### src/lmc_pkg.sv
// constants, types and helpers of the light measurement control block
// assumes a 10 MHz system clock; serial pins come from another domain
package lmc_pkg;
  localparam int CLK_HZ = 10_000_000;
  localparam int CYC_PER_MS = CLK_HZ / 1000;
  localparam int TIMEOUT_MS = 28;
  localparam int SHORT_MS = 100;
  localparam int LONG_MS = 800;
  localparam int READY_MS = 3;
  localparam int TIMEOUT_CYC = TIMEOUT_MS * CYC_PER_MS;
  localparam int SHORT_CYC = SHORT_MS * CYC_PER_MS;
  localparam int LONG_CYC = LONG_MS * CYC_PER_MS;
  localparam int READY_CYC = READY_MS * CYC_PER_MS;

  // register indexes
  localparam logic [2:0] A_RESULT = 3'h0;
  localparam logic [2:0] A_CONFIG = 3'h1;
  localparam logic [2:0] A_LOW = 3'h2;
  localparam logic [2:0] A_HIGH = 3'h3;
  localparam logic [2:0] A_STAT = 3'h4;
  localparam logic [2:0] A_CLR = 3'h5;
  localparam logic [2:0] A_EN = 3'h6;

  // config fields
  localparam int CF_MODE = 0;
  localparam int CF_CT = 2;
  localparam int CF_RANGE = 3;
  localparam int CF_LATCH = 7;
  localparam int CF_FC = 8;
  localparam int CF_POL = 10;
  localparam int CF_FLO = 13;
  localparam int CF_FHI = 14;
  localparam logic [15:0] CFG_WMASK = 16'h07ff;
  localparam logic [15:0] CFG_RST = 16'h0060;
  localparam logic [15:0] LOW_RST = 16'h0000;
  localparam logic [15:0] HIGH_RST = 16'hbfff;
  localparam logic [15:0] RESULT_RST = 16'h0000;
  localparam logic [3:0] STAT_RST = 4'h0;
  localparam logic [3:0] RANGE_AUTO = 4'hc;
  localparam logic [3:0] RANGE_MAX = 4'hb;
  localparam logic [1:0] MODE_OFF = 2'h0;
  localparam logic [1:0] MODE_ONE = 2'h1;

  // status bits
  localparam int ST_READY = 0;
  localparam int ST_HI = 1;
  localparam int ST_LO = 2;
  localparam int ST_TMO = 3;

  localparam logic [6:0] DEV_ADDR = 7'h44;

  typedef enum logic [1:0] {CV_IDLE, CV_INTEG, CV_WAIT} lmc_conv_e;
  typedef enum logic [2:0] {IC_IDLE, IC_ADDR, IC_AACK, IC_TX, IC_TACK}
    lmc_ser_e;

  // exponent/mantissa result from a raw count
  function automatic logic [15:0] lmc_encode(input logic [19:0] adc,
                                             input logic [3:0] rng);
    logic [3:0] e;
    logic [19:0] m;
    e = (rng > RANGE_MAX) ? RANGE_MAX : rng;
    if (rng == RANGE_AUTO) begin
      e = 4'h8;
      for (int i = 8; i >= 0; i--) begin
        if ((adc >> i) < 20'h01000) e = 4'(i);
      end
    end
    m = adc >> e;
    return (m > 20'h00fff) ? {e, 12'hfff} : {e, m[11:0]};
  endfunction

  // linear value of a result word, for comparisons
  function automatic logic [26:0] lmc_lin(input logic [15:0] r);
    return {15'h0, r[11:0]} << r[15:12];
  endfunction
endpackage

### src/lmc_top.sv
// light measurement control: conversion timing, ranging, window alert,
// register port and serial target that reads out the result
// assumes adc_count on clk; scl/sda arrive asynchronously
// How it works
// scl low 28 ms resets serial machine
// integrate over 100 ms or 800 ms
// conversion_time_select high picks 800 ms
// start in shutdown until host configures
// continuous and single-shot modes
// range 1100b selects range automatically
// result readable over serial bus
// window compare drives alert pin
// data ready 3 ms after integration end
// mode 00 holds shutdown, no conversions
// N consecutive same faults make event
// single-shot returns mode to shutdown
//
// The register offsets and strobed register access are this design's own decisions.
module lmc_top #(
  parameter int TIMEOUT_CYC = lmc_pkg::TIMEOUT_CYC,
  parameter int SHORT_CYC = lmc_pkg::SHORT_CYC,
  parameter int LONG_CYC = lmc_pkg::LONG_CYC,
  parameter int READY_CYC = lmc_pkg::READY_CYC
) (
  input wire logic clk,
  input wire logic rst_n,
  input wire logic [2:0] reg_addr,
  input wire logic [15:0] reg_wdata,
  input wire logic reg_wr,
  input wire logic reg_rd,
  output logic [15:0] reg_rdata,
  input wire logic [19:0] adc_count,
  input wire logic scl_i,
  input wire logic sda_i,
  output logic sda_o,
  output logic sda_oe_n,
  output logic alert_o,
  output logic alert_oe_n,
  output logic irq
);
  logic [15:0] cfg_r, low_r, high_r, result_r, sample_r;
  logic [3:0] stat_r, en_r;
  logic cfg_seen_r, ct_lat_r, flag_hi_r, flag_lo_r;
  logic [1:0] last_fault_r;
  logic [3:0] fcnt_r;
  logic [23:0] cnt_r;
  lmc_pkg::lmc_conv_e cv_st;

  // register decode
  wire cfg_wr = reg_wr && reg_addr == lmc_pkg::A_CONFIG;
  wire cfg_rd = reg_rd && reg_addr == lmc_pkg::A_CONFIG;
  wire clr_wr = reg_wr && reg_addr == lmc_pkg::A_CLR;
  wire [1:0] mode = cfg_r[lmc_pkg::CF_MODE +: 2];
  wire ct = cfg_r[lmc_pkg::CF_CT];
  wire [3:0] range = cfg_r[lmc_pkg::CF_RANGE +: 4];
  wire latch = cfg_r[lmc_pkg::CF_LATCH];
  wire [1:0] fc = cfg_r[lmc_pkg::CF_FC +: 2];
  wire pol = cfg_r[lmc_pkg::CF_POL];

  // conversion timing
  wire [23:0] integ_len = ct_lat_r ? 24'(LONG_CYC) : 24'(SHORT_CYC);
  wire [23:0] integ_end = integ_len - 24'h1;
  wire [23:0] ready_end = integ_len + 24'(READY_CYC) - 24'h1;
  wire start_conv = cv_st == lmc_pkg::CV_IDLE && mode != lmc_pkg::MODE_OFF;
  wire done_p = cv_st == lmc_pkg::CV_WAIT && cnt_r == ready_end;

  always_ff @(posedge clk or negedge rst_n) begin
    if (!rst_n) begin
      cv_st <= lmc_pkg::CV_IDLE;
      cnt_r <= 24'h0;
      ct_lat_r <= 1'b0;
      sample_r <= lmc_pkg::RESULT_RST;
      result_r <= lmc_pkg::RESULT_RST;
    end else if (mode == lmc_pkg::MODE_OFF && !done_p) begin
      cv_st <= lmc_pkg::CV_IDLE;
      cnt_r <= 24'h0;
    end else begin
      unique case (cv_st)
        lmc_pkg::CV_IDLE: begin
          if (start_conv) begin
            cv_st <= lmc_pkg::CV_INTEG;
            ct_lat_r <= ct;
            cnt_r <= 24'h0;
          end
        end
        lmc_pkg::CV_INTEG: begin
          cnt_r <= cnt_r + 24'h1;
          if (cnt_r == integ_end) begin
            sample_r <= lmc_pkg::lmc_encode(adc_count, range);
            cv_st <= lmc_pkg::CV_WAIT;
          end
        end
        lmc_pkg::CV_WAIT: begin
          cnt_r <= cnt_r + 24'h1;
          if (done_p) begin
            result_r <= sample_r;
            cnt_r <= 24'h0;
            ct_lat_r <= ct;
            cv_st <= mode[1] ? lmc_pkg::CV_INTEG : lmc_pkg::CV_IDLE;
          end
        end
      endcase
    end
  end

  // window comparison and consecutive fault count
  wire hi_f = lmc_pkg::lmc_lin(sample_r) > lmc_pkg::lmc_lin(high_r);
  wire lo_f = lmc_pkg::lmc_lin(sample_r) < lmc_pkg::lmc_lin(low_r);
  wire [3:0] need = 4'h1 << fc;
  wire same = {hi_f, lo_f} == last_fault_r;
  wire [3:0] fcnt_nxt = !same ? 4'h1 : (fcnt_r >= need ? need : fcnt_r + 4'h1);
  wire evt = done_p && fcnt_nxt >= need;

  always_ff @(posedge clk or negedge rst_n) begin
    if (!rst_n) begin
      fcnt_r <= 4'h0;
      last_fault_r <= 2'h0;
      flag_hi_r <= 1'b0;
      flag_lo_r <= 1'b0;
    end else begin
      if (done_p) begin
        fcnt_r <= fcnt_nxt;
        last_fault_r <= {hi_f, lo_f};
      end
      if (evt) begin
        flag_hi_r <= hi_f || (latch && flag_hi_r);
        flag_lo_r <= lo_f || (latch && flag_lo_r);
      end else if (cfg_rd && latch) begin
        flag_hi_r <= 1'b0;
        flag_lo_r <= 1'b0;
      end
    end
  end

  wire alert_act = flag_hi_r || flag_lo_r;
  assign alert_o = 1'b0;
  assign alert_oe_n = ~(alert_act ^ pol);

  // serial target: synchronisers and edges
  logic [2:0] scl_q, sda_q;
  logic scl_s_r, sda_s_r, sda_low_r, ack_r, hi_next_r;
  logic [3:0] bit_r;
  logic [7:0] sh_r;
  logic [18:0] tmo_r;
  lmc_pkg::lmc_ser_e ic_st;
  wire scl_n = (scl_q[1] == scl_q[2]) ? scl_q[2] : scl_s_r;
  wire sda_n = (sda_q[1] == sda_q[2]) ? sda_q[2] : sda_s_r;
  wire scl_rise = scl_n && !scl_s_r;
  wire scl_fall = !scl_n && scl_s_r;
  wire start_c = scl_s_r && scl_n && sda_s_r && !sda_n;
  wire stop_c = scl_s_r && scl_n && !sda_s_r && sda_n;
  wire tmo_p = !scl_s_r && tmo_r == 19'(TIMEOUT_CYC - 1);
  wire addr_ok = sh_r[7:1] == lmc_pkg::DEV_ADDR && sh_r[0];

  always_ff @(posedge clk or negedge rst_n) begin
    if (!rst_n) begin
      scl_q <= 3'h7;
      sda_q <= 3'h7;
      scl_s_r <= 1'b1;
      sda_s_r <= 1'b1;
      tmo_r <= 19'h0;
    end else begin
      scl_q <= {scl_q[1:0], scl_i};
      sda_q <= {sda_q[1:0], sda_i};
      scl_s_r <= scl_n;
      sda_s_r <= sda_n;
      if (scl_s_r)
        tmo_r <= 19'h0;
      else if (tmo_r != 19'(TIMEOUT_CYC))
        tmo_r <= tmo_r + 19'h1;
    end
  end

  always_ff @(posedge clk or negedge rst_n) begin
    if (!rst_n) begin
      ic_st <= lmc_pkg::IC_IDLE;
      bit_r <= 4'h0;
      sh_r <= 8'h0;
      sda_low_r <= 1'b0;
      ack_r <= 1'b0;
      hi_next_r <= 1'b0;
    end else if (tmo_p) begin
      ic_st <= lmc_pkg::IC_IDLE;
      sda_low_r <= 1'b0;
    end else if (start_c) begin
      ic_st <= lmc_pkg::IC_ADDR;
      bit_r <= 4'h0;
      sda_low_r <= 1'b0;
    end else if (stop_c) begin
      ic_st <= lmc_pkg::IC_IDLE;
      sda_low_r <= 1'b0;
    end else begin
      unique case (ic_st)
        lmc_pkg::IC_IDLE: ;
        lmc_pkg::IC_ADDR: begin
          if (scl_rise) begin
            sh_r <= {sh_r[6:0], sda_n};
            bit_r <= bit_r + 4'h1;
          end else if (scl_fall && bit_r == 4'h8) begin
            ic_st <= addr_ok ? lmc_pkg::IC_AACK : lmc_pkg::IC_IDLE;
            sda_low_r <= addr_ok;
          end
        end
        lmc_pkg::IC_AACK: begin
          if (scl_fall) begin
            sh_r <= result_r[15:8];
            sda_low_r <= ~result_r[15];
            bit_r <= 4'h0;
            hi_next_r <= 1'b0;
            ic_st <= lmc_pkg::IC_TX;
          end
        end
        lmc_pkg::IC_TX: begin
          if (scl_rise) begin
            bit_r <= bit_r + 4'h1;
          end else if (scl_fall && bit_r == 4'h8) begin
            sda_low_r <= 1'b0;
            ic_st <= lmc_pkg::IC_TACK;
          end else if (scl_fall) begin
            sh_r <= {sh_r[6:0], 1'b0};
            sda_low_r <= ~sh_r[6];
          end
        end
        lmc_pkg::IC_TACK: begin
          if (scl_rise) begin
            ack_r <= ~sda_n;
          end else if (scl_fall && ack_r) begin
            sh_r <= hi_next_r ? result_r[15:8] : result_r[7:0];
            sda_low_r <= hi_next_r ? ~result_r[15] : ~result_r[7];
            hi_next_r <= ~hi_next_r;
            bit_r <= 4'h0;
            ic_st <= lmc_pkg::IC_TX;
          end else if (scl_fall) begin
            ic_st <= lmc_pkg::IC_IDLE;
          end
        end
      endcase
    end
  end
  assign sda_o = 1'b0;
  assign sda_oe_n = ~sda_low_r;

  // registers, status and interrupt
  wire [3:0] ev = {tmo_p, evt && lo_f, evt && hi_f, done_p};
  wire [15:0] cfg_view = cfg_r | (16'(flag_hi_r) << lmc_pkg::CF_FHI)
                               | (16'(flag_lo_r) << lmc_pkg::CF_FLO);
  logic [15:0] rd_mux;
  always_comb begin
    unique case (reg_addr)
      lmc_pkg::A_RESULT: rd_mux = result_r;
      lmc_pkg::A_CONFIG: rd_mux = cfg_view;
      lmc_pkg::A_LOW: rd_mux = low_r;
      lmc_pkg::A_HIGH: rd_mux = high_r;
      lmc_pkg::A_STAT: rd_mux = {12'h0, stat_r};
      lmc_pkg::A_EN: rd_mux = {12'h0, en_r};
      default: rd_mux = 16'h0;
    endcase
  end

  always_ff @(posedge clk or negedge rst_n) begin
    if (!rst_n) begin
      cfg_r <= lmc_pkg::CFG_RST;
      low_r <= lmc_pkg::LOW_RST;
      high_r <= lmc_pkg::HIGH_RST;
      stat_r <= lmc_pkg::STAT_RST;
      en_r <= lmc_pkg::STAT_RST;
      reg_rdata <= 16'h0;
      cfg_seen_r <= 1'b0;
    end else begin
      reg_rdata <= reg_rd ? rd_mux : 16'h0;
      if (cfg_wr) begin
        cfg_r <= reg_wdata & lmc_pkg::CFG_WMASK;
        cfg_seen_r <= 1'b1;
      end else if (done_p && mode == lmc_pkg::MODE_ONE) begin
        cfg_r[lmc_pkg::CF_MODE +: 2] <= lmc_pkg::MODE_OFF;
      end
      if (reg_wr && reg_addr == lmc_pkg::A_LOW) low_r <= reg_wdata;
      if (reg_wr && reg_addr == lmc_pkg::A_HIGH) high_r <= reg_wdata;
      if (reg_wr && reg_addr == lmc_pkg::A_EN) en_r <= reg_wdata[3:0];
      stat_r <= (stat_r & ~(clr_wr ? reg_wdata[3:0] : 4'h0)) | ev;
    end
  end
  assign irq = |(stat_r & en_r);
endmodule // lmc_top

### config.mk
export PLATFORM = sky130hd
export DESIGN_NAME = lmc_top
export DESIGN_NICKNAME = d
export VERILOG_FILES = /design/src/lmc_pkg.sv /design/src/lmc_top.sv
export SDC_FILE = /design/constraint.sdc
export NUM_CORES = 1
export LEC_CHECK = 0
export ABC_AREA = 1
export BUFFER_PORTS_ARGS = -buffer_cell sky130_fd_sc_hd__buf_2
export CAP_MARGIN = 30
export CORE_MARGIN = 2
export CORE_UTILIZATION = 60
export CTS_CLUSTER_DIAMETER = 50
export CTS_CLUSTER_SIZE = 8
export DETAILED_ROUTE_END_ITERATION = 10
export PLACE_DENSITY = 0.78
export SLEW_MARGIN = 5
export SYNTH_ARGS = -nofsm -noshare
export SYNTH_HDL_FRONTEND = slang
export SYNTH_SLANG_ARGS = --single-unit
### constraint.sdc
create_clock -name clk -period 5.2 [get_ports clk]
set_input_delay 0.52 -clock clk [delete_from_list [all_inputs] [get_ports clk]]
set_output_delay 0.52 -clock clk [all_outputs]
set_load 0.02 [all_outputs]
[Word level (Yosys, flattened, before mapping)]
Cells that the tools add are included.
Storage, ports and cells
  input port bits: 45
  register bits: 179
Operators by class
  muxes and demuxes: 88
  bitwise gates (word level): 18
  shifts and indexed selects: 5
  add/subtract/negate cells: 7
  equal/unequal tests: 49
  order comparisons: 14
  reductions and logical operators: 59
Operators with widths (number)
  $pmux W16 S6: 1
  $mux W4: 22
  $shl A12 B4 Y27: 3
  $mux W24: 3
  $pmux W24 S3: 1
  $mux W8: 8
  $eq A24 B24 Y1: 2
  $mux W19: 2
  $ne A5 B5 Y1 const B: 7
  $mux W3: 11
  $pmux W8 S4: 1
  $gt A27 B27 Y1: 1
  $logic_and A1 B1 Y1: 27
  $lt A27 B27 Y1: 1
  $add A23 B15 Y24 const B: 1
  $add A24 B1 Y24 const B: 1
  $sub A23 B1 Y24 const B: 1
  $sub A24 B1 Y24 const B: 1
  $mux W1: 23
  $mux W23: 1
  $gt A20 B12 Y1 const B: 1
  $lt A20 B13 Y1 const B: 1
  $ne A2 B2 Y1 const B: 10
  $shr A20 B4 Y20: 1
  other kinds (57): 109

[Depth between registers and ports, before layout]
Gate-level depths: netlist of run 1.
  word-level depth: 16
  depth in mapped cells: 36
  gate-level depth less buffers: 35

[Least setup slack after synthesis of run 1]
No wires, ideal clock.
  path kind: register to register
  start point: reg high_r[12]
  end point: reg flag_hi_r
  stages on the path, launching flop included: 34
  buffers on the path: 2
  period minus slack after synthesis: 4.065 ns
  setup slack: 1.135 ns
  data required time: 5.081 ns
  arrival time: 3.945 ns
  cells stage by stage: dfstp_2 -> buf_2 -> buf_1 -> nand2_1 -> nand3_1 -> o21ai_0 -> nand2_1 -> o21ai_0 -> or2_2 -> ha_1 -> a21oi_1 -> nor2_1 -> nor2_1 -> a21oi_1 -> a211oi_1 -> nand2_1 -> nand2_1 -> nand2_1 -> nand2_1 -> inv_2 -> nand3_1 -> inv_1 -> ha_1 -> inv_1 -> a21oi_1 -> o21ai_0 -> nand2_1 -> a21oi_1 -> or2_0 -> nand3_1 -> o21ai_0 -> inv_1 -> nand2_1 -> nand2_1
Between the ends
  longest elaborated chain between the ends: 7
Ends and longest elaborated chain
  start: declaration: RTL line lmc_top.sv:41  | logic [15:0] cfg_r, low_r, high_r, result_r, sample_r;
  start signal: assignment: RTL line lmc_top.sv:264  | high_r <= lmc_pkg::HIGH_RST;
  start signal: assignment: RTL line lmc_top.sv:278  | if (reg_wr && reg_addr == lmc_pkg::A_HIGH) high_r <= reg_wdata;
  $shl A12 B4 Y27 *: RTL line lmc_pkg.sv:74  | return {15'h0, r[11:0]} << r[15:12];
  $gt A27 B27 Y1 *: RTL line lmc_top.sv:107  | wire hi_f = lmc_pkg::lmc_lin(sample_r) > lmc_pkg::lmc_lin(high_r);
  $eq A2 B2 Y1: RTL line lmc_top.sv:110  | wire same = {hi_f, lo_f} == last_fault_r;
  $mux W4: RTL line lmc_top.sv:111  | wire [3:0] fcnt_nxt = !same ? 4'h1 : (fcnt_r >= need ? need : fcnt_r + 4'h1);
  $ge A4 B4 Y1: RTL line lmc_top.sv:112  | wire evt = done_p && fcnt_nxt >= need;
  $logic_and A1 B1 Y1: RTL line lmc_top.sv:112
  $mux W1 or $reduce_bool A2 Y1 (tied branches)
  end signal: assignment: RTL line lmc_top.sv:126  | flag_hi_r <= hi_f || (latch && flag_hi_r);
  end: declaration: RTL line lmc_top.sv:43  | logic cfg_seen_r, ct_lat_r, flag_hi_r, flag_lo_r;
Every way passes the cells marked *; elsewhere a longest branch is shown, timed or not.
A chain may end at the register's enable or synchronous reset.

[Worst setup path in the final report of run 1]
  start point: reg low_r[13]
  end point: reg flag_lo_r
Between the ends
  longest elaborated chain between the ends: 7
Ends and longest elaborated chain
  start: declaration: RTL line lmc_top.sv:41
  start signal: assignment: RTL line lmc_top.sv:263  | low_r <= lmc_pkg::LOW_RST;
  start signal: assignment: RTL line lmc_top.sv:277  | if (reg_wr && reg_addr == lmc_pkg::A_LOW) low_r <= reg_wdata;
  $shl A12 B4 Y27 *: RTL line lmc_pkg.sv:74
  $lt A27 B27 Y1 *: RTL line lmc_top.sv:108  | wire lo_f = lmc_pkg::lmc_lin(sample_r) < lmc_pkg::lmc_lin(low_r);
  $eq A2 B2 Y1: RTL line lmc_top.sv:110
  $mux W4: RTL line lmc_top.sv:111
  $ge A4 B4 Y1: RTL line lmc_top.sv:112
  $logic_and A1 B1 Y1: RTL line lmc_top.sv:112
  $mux W1 or $reduce_bool A2 Y1 (tied branches)
  end signal: assignment: RTL line lmc_top.sv:127  | flag_lo_r <= lo_f || (latch && flag_lo_r);
  end: declaration: RTL line lmc_top.sv:43
Marked as above.

==> results of run 1 <==
-- layout make-up --
cell class / count / area, sq um
clock buffer: 17 / 425
clock inverter: 15 / 190
fill: 1921 / 7470
inverter: 230 / 873
multi-input combinational: 1425 / 7440
sequential: 179 / 4510
tap: 280 / 350
timing repair buffer: 77 / 427
-- per-layer routing --
metal,GRT usage,vias to the layer above
met3,0.0572,72
met2,0.471,456
li1,-,6366
met1,0.444,5829
met5,0,-
met4,0.0997,0
-- stage by stage --
stage	setup WS [ns]	util	std cells
2_1_floorplan	1.14	-	1907
3_3_place_gp	0.605	0.626	2189
3_5_place_dp	0.588	0.626	2189
4_1_cts	0.548	0.655	2221
5_1_grt	0.00369	0.656	2223
6_report	0.564	0.656	2223
-- power by group --
group / switching [mW] / internal, mW
Combinational: 1.23 / 0.591
Clock: 0.618 / 0.692
Sequential: 0.196 / 1.57
-- timing repair --
item | 4_1_cts | 5_1_grt
resized for setup | 0 | 3
setup buffers | 0 | 2
setup endpoints to repair | 0 | 2
-- worst max-delay path: cells and delay by family, from the launching register on --
family	cells	cell delay, ns
compound gates	10	1.61
fa+ha+maj	2	0.57
buf+inv	4	0.41
flops	1	0.65
simple gates	15	1.25
-- cells in the mapped netlist (6+ instances only) --
| cell | instances | share of area |
|---|---|---|
| buf_6 | 9 | 0.0077 |
| buf_4 | 6 | 0.0034 |
| nand3_2 | 7 | 0.0053 |
| nor4_1 | 8 | 0.0038 |
| a31oi_1 | 9 | 0.0043 |
| o22ai_1 | 10 | 0.0047 |
| o211ai_1 | 11 | 0.0063 |
| inv_2 | 14 | 0.0040 |
| dfrtp_1 | 154 | 0.29 |
| nor3_1 | 24 | 0.0091 |
| nor2_1 | 147 | 0.042 |
| clkbuf_1 | 47 | 0.013 |
| nand3_1 | 142 | 0.054 |
| nand2_2 | 9 | 0.0043 |
| dfstp_2 | 25 | 0.050 |
| buf_2 | 8 | 0.0030 |
| inv_1 | 211 | 0.060 |
| xor2_1 | 12 | 0.0080 |
| o221ai_1 | 7 | 0.0046 |
| nand4_1 | 33 | 0.016 |
| ha_1 | 67 | 0.064 |
| o21ai_1 | 24 | 0.0091 |
| nor2_4 | 10 | 0.0085 |
| o21ai_0 | 237 | 0.090 |
| a221oi_1 | 10 | 0.0066 |
| a21oi_1 | 77 | 0.029 |
| nand2_1 | 510 | 0.15 |
| mux2i_1 | 8 | 0.0061 |
| a211oi_1 | 8 | 0.0046 |
-- sequential cells by signal, summed over array words and instances, names as in the netlist, 11 cells and up --
| name | flops |
|---|---|
| low_r | 16 |
| result_r | 16 |
| reg_rdata | 16 |
| cfg_r | 11 |
| tmo_r | 19 |
| sample_r | 16 |
| cnt_r | 24 |
| high_r | 16 |
-- logic make-up (layout without fill, tap and decap cells) --
logic type,count (synthesis),in the layout,synth area share
and+or+nand+nor,921,921,0.312
AOI/OAI and AO/OA,410,410,0.170
buffers and inverters,303,339,0.0943
DFF,179,179,0.342
adders and majority gates,67,67,0.0636
xor gates and xnor gates,17,17,0.0119
muxes,8,8,0.00607
other,1,2,0.000284
-- worst max-delay path by stage --
stage / from / endpoint / slack (ns) / cells past startpoint
floorplan: high_r[12] / flag_hi_r / 1.14 / 33
global placement: low_r[12] / flag_lo_r / 0.61 / 30
detailed placement: low_r[12] / flag_lo_r / 0.59 / 30
CTS: low_r[12] / flag_lo_r / 0.55 / 30
global route: high_r[12] / flag_hi_r / 0.004 / 31
finish: low_r[13] / flag_lo_r / 0.56 / 31
-- cell usage in the layout (no fill, tap or decap), drive strengths merged, types with 7 or more instances in the layout --
cell type,Yosys,final
nand2,522,522
o21ai,263,263
inv,225,229
nor2,160,160
dfrtp,154,154
nand3,152,152
a21oi,80,80
buf,26,77
ha,67,67
nand4,33,33
nor3,30,30
dfstp,25,25
clkbuf,47,17
xor2,13,13
clkinv,5,12
o211ai,11,11
o22ai,10,10
a221oi,10,10
or2,10,10
a31oi,9,9
nor4,9,9
mux2i,8,8
a211oi,8,8
o221ai,7,7
==> run summary, run 1 <==
Status: finished clean
R2R Setup Slk: 0.56 ns
WP data arrival: 4.95 ns
FF+latch count, synth: 179
Slowest cell on the critical path: dfrtp_1
Crit path kind: reg -> reg
Post-Syn Area: 13200 sq um
Avg Synthesized Cell Area: 6.92 sq um
Number of clock sinks: 179
Critical path required time: 5.52 ns
Synth cell types: 59
Post-route ant nets: 0
Ys async rst share: 1.00
Main synth FF type: dfrtp_1
DRC Markers: 0
Initial Utilization: 0.608
Power Total: 4.90 mW
Vias per cell: 5.72
Reg-to-reg critical path endpoint: flag_lo_r
Core area: 21700 sq um
# setup viols final: 0
First-pass GRT wire length: 58.8 mm
Fmax: 216 MHz
FP Rows: 54
Vias in the first global route: 11700
Total grt overflow: 0
Worst setup SP type: register
GPL Wtd Cong: 0.945
WL/cell: 15.9 um
Max_slew headroom: 0.376
Final WL: 35.3 mm
Hold Crit Class: in -> async
Fin area: 14200 sq um
Setup TNS: 0 ns
Initial antenna violation count: 0
Leakage: 6.88 nW
Diodes inserted: 0
Clock period minus worst slack: 4.64 ns
H-Tree Depth: 4
Register area share after synthesis: 0.342
WL met1: 16.2 mm
Post-DP Area: 13600 sq um
RSZ-0062 raised after global routing: no
Final Hold Viols: 0
Cts hold-fix bufs: 0
Period utilisation layout: 0.892
Maxcap violations: 0
Iteration-0 DRC Markers: 1146
Worst Path Max Fanout: 17
Clock skew: 0.0168 ns
CTS tree: done
Vias post-DR: 12700
I/O pin count: 66
Synth Instances: 1906
Die X-Extent: 152 um
I/O Buffers: 63
Layout cells sized above 1: 0.108
Die ar.: 23200 sq um
Power Density: 344 nW/um^2
Pin slew with the least headroom to its limit: 0.934 ns
Worst-Skew Late Latency: 0.44 ns
CTS Buf Count: 17
Hold WS: 0.115 ns
Crit-path most repeated cell: nand2_1
CTS clock-pin slew for the worst setup and hold paths: 0.08 ns
Worst Reg-to-Reg Cells: 31
Clock buffer depth: 2
First-pass DRT Iterations: 6
Crit end category: register
Layout net count: 2042
Synth Warn #: 0
Max VDD drop: 0.218 mV
Pins Over Slew Limit: 0
Die height: 152 um
Met2 wire length: 15.4 mm
Layout overhead on the synthesized area: 7.80%
Reg-to-reg startpoint: low_r[13]
Top sig layer: met4
Clk root buf: clkbuf_16
Post-synth EDFFs: 0
GRT Overall Usage: 0.308
CP max stage delay: 0.65 ns
Largest net degree at the start of global routing: 85
Routed wl met3: 2.65 mm
Dpl hpwl: 27.6 mm
Power figures use the tool's default switching activity.
==> run 2: changes to the inputs <==
RECOVER_POWER = 100   (was unset)
==> run 2 against run 1 <==
The flow now finishes with violations (capacitance limit, slew limit). Sequential share of layout area rose by 0.30 points. Fmax down 0.40%. Final cell count stayed put. Non-clock buffer count unchanged. Critical path depth unchanged. Sequential cell count stayed put. Via count about the same. Die area unchanged. Worst setup slack got worse by 0.018 ns. Critical path type unchanged. Critical endpoint unchanged.
==> run summary, run 2 (synthesis gave the netlist of run 1 again) <==
Placed cell count: 2189
Hold Crit Class: in -> reg
Total grt overflow: 0
Worst setup SP type: register
GPL Wtd Cong: 0.945
Core area: 21700 sq um
Initial Utilization: 0.608
Vias in the first global route: 11700
Die X-Extent: 152 um
Pins Over Slew Limit: 85
Layout overhead on the synthesized area: 6.79%
Initial antenna violation count: 0
Dpl hpwl: 27.6 mm
# setup viols final: 0
Number of clock sinks: 179
Diodes inserted: 0
CTS tree: done
Crit-path most repeated cell: nand2_1
Clock skew: 0.0171 ns
Critical path required time: 5.51 ns
Layout cells sized above 1: 0.0875
CTS clock-pin slew for the worst setup and hold paths: 0.07 ns
First-pass GRT wire length: 58.8 mm
I/O Buffers: 63
Registers with the most flip-flops: cnt_r (24), tmo_r (19)
Crit end category: register
Post-route ant nets: 0
Max_slew headroom: -1.92
WP data arrival: 4.97 ns
GRT Overall Usage: 0.308
Vias per cell: 5.73
Period utilisation layout: 0.895
Largest register FFs: 24
Largest net degree at the start of global routing: 85
Maxcap violations: 1
Fmax: 215 MHz
Leakage: 6.78 nW
Status: complete, but fails checks
Slowest cell on the critical path: dfrtp_1
Most frequent cells in the layout: nand2_1 (512), o21ai_0 (245), inv_1 (211)
Cts hold-fix bufs: 0
RSZ-0062 raised after global routing: no
Failing checks: capacitance limit, slew limit
Pin slew with the least headroom to its limit: 4.38 ns
Clock period minus worst slack: 4.65 ns
Commonest non-fill, non-tap cell in the layout: nand2_1
Max VDD drop: 0.218 mV
Setup TNS: 0 ns
WL/cell: 15.9 um
I/O pin count: 66
Die ar.: 23200 sq um
Largest reg by FF count: cnt_r
Final WL: 35.5 mm
Worst-Skew Late Latency: 0.44 ns
Layout net count: 2042
Iteration-0 DRC Markers: 1072
First-pass DRT Iterations: 6
Worst Path Max Fanout: 17
CP max stage delay: 0.65 ns
H-Tree Depth: 4
Crit path kind: reg -> reg
Vias post-DR: 12700
Final cell count without fillers: 2223
DRC Markers: 0
Clk root buf: clkbuf_16
Final Hold Viols: 0
CTS Buf Count: 17
Die height: 152 um
Power Density: 345 nW/um^2
Clock buffer depth: 2
FP Rows: 54
## run 2: cell types whose count changed in the layout (fill, tap and decap cells not counted), sizes merged
cell	delta
clkbuf	+24
buf	-24
clkinv	-1
clkinvlp	+1
## run 2: cell type report
class	count	area [sq um]
Fill cell	1953	7600
Multi-Input combinational cell	1425	7350
Sequential cell	179	4510
Inverter	230	870
Clock buffer	17	425
Timing Repair Buffer	77	385
Tap cell	280	350
Clock inverter	15	190
## run 2: critical path: cells and delay by family (launching register included)
family | cells | cell delay (ns)
flops | 1 | 0.65
fa+ha+maj | 2 | 0.57
compound gates | 10 | 1.62
buf+inv | 4 | 0.41
simple gates | 15 | 1.26
## run 2: what timing repair did
item,CTS,global route
gates resized for setup,0,3
setup buffers,0,2
setup endpoints to repair,0,2
## run 2: per-layer routing
metal | wire, um | GRT usage | share of wire | vias up
met2 | 15500 | 0.471 | 0.44 | 479
met3 | 2560 | 0.0572 | 0.072 | 59
met1 | 16400 | 0.444 | 0.46 | 5838
li1 | - | - | - | 6359
met5 | 0 | 0 | 0 | -
met4 | 990 | 0.0997 | 0.028 | 0
## run 2: worst paths after layout
| check | from | end | slack, ns | depth (start not counted) |
|---|---|---|---|---|
| max in group asynchronous | rst_n | fcnt_r[2] | 1.11 | 1 |
| setup / recovery | low_r[13] | flag_lo_r | 0.55 | 31 |
| hold / removal | scl_i | scl_q[0] | 0.18 | 1 |
| setup reg to reg | low_r[13] | flag_lo_r | 0.55 | 31 |
| min in group asynchronous | rst_n | tmo_r[7] | 1.63 | 1 |
| hold reg to reg | scl_q[0] | scl_q[1] | 0.35 | 0 |
## run 2: report_power, final
part	total, mW	internal, mW	switching [mW]
combinational	1.78	0.576	1.21
sequential	1.77	1.57	0.196
clock	1.31	0.692	0.620
total	4.86	2.84	2.02
## run 2: per-stage QoR
stage | instance area [sq um] | setup slack (ns) | total power, mW | hold slack, ns | util
floorplan | 13200 | 1.14 | 3.13 | 0.224 | -
global placement | 13600 | 0.605 | 3.53 | 0.346 | 0.626
detailed placement | 13600 | 0.588 | 3.56 | 0.347 | 0.626
CTS | 14200 | 0.548 | 4.88 | 0.146 | 0.655
global route | 14100 | 0.00168 | 5.23 | 0.169 | 0.649
finish | 14100 | 0.545 | 4.86 | 0.178 | 0.649
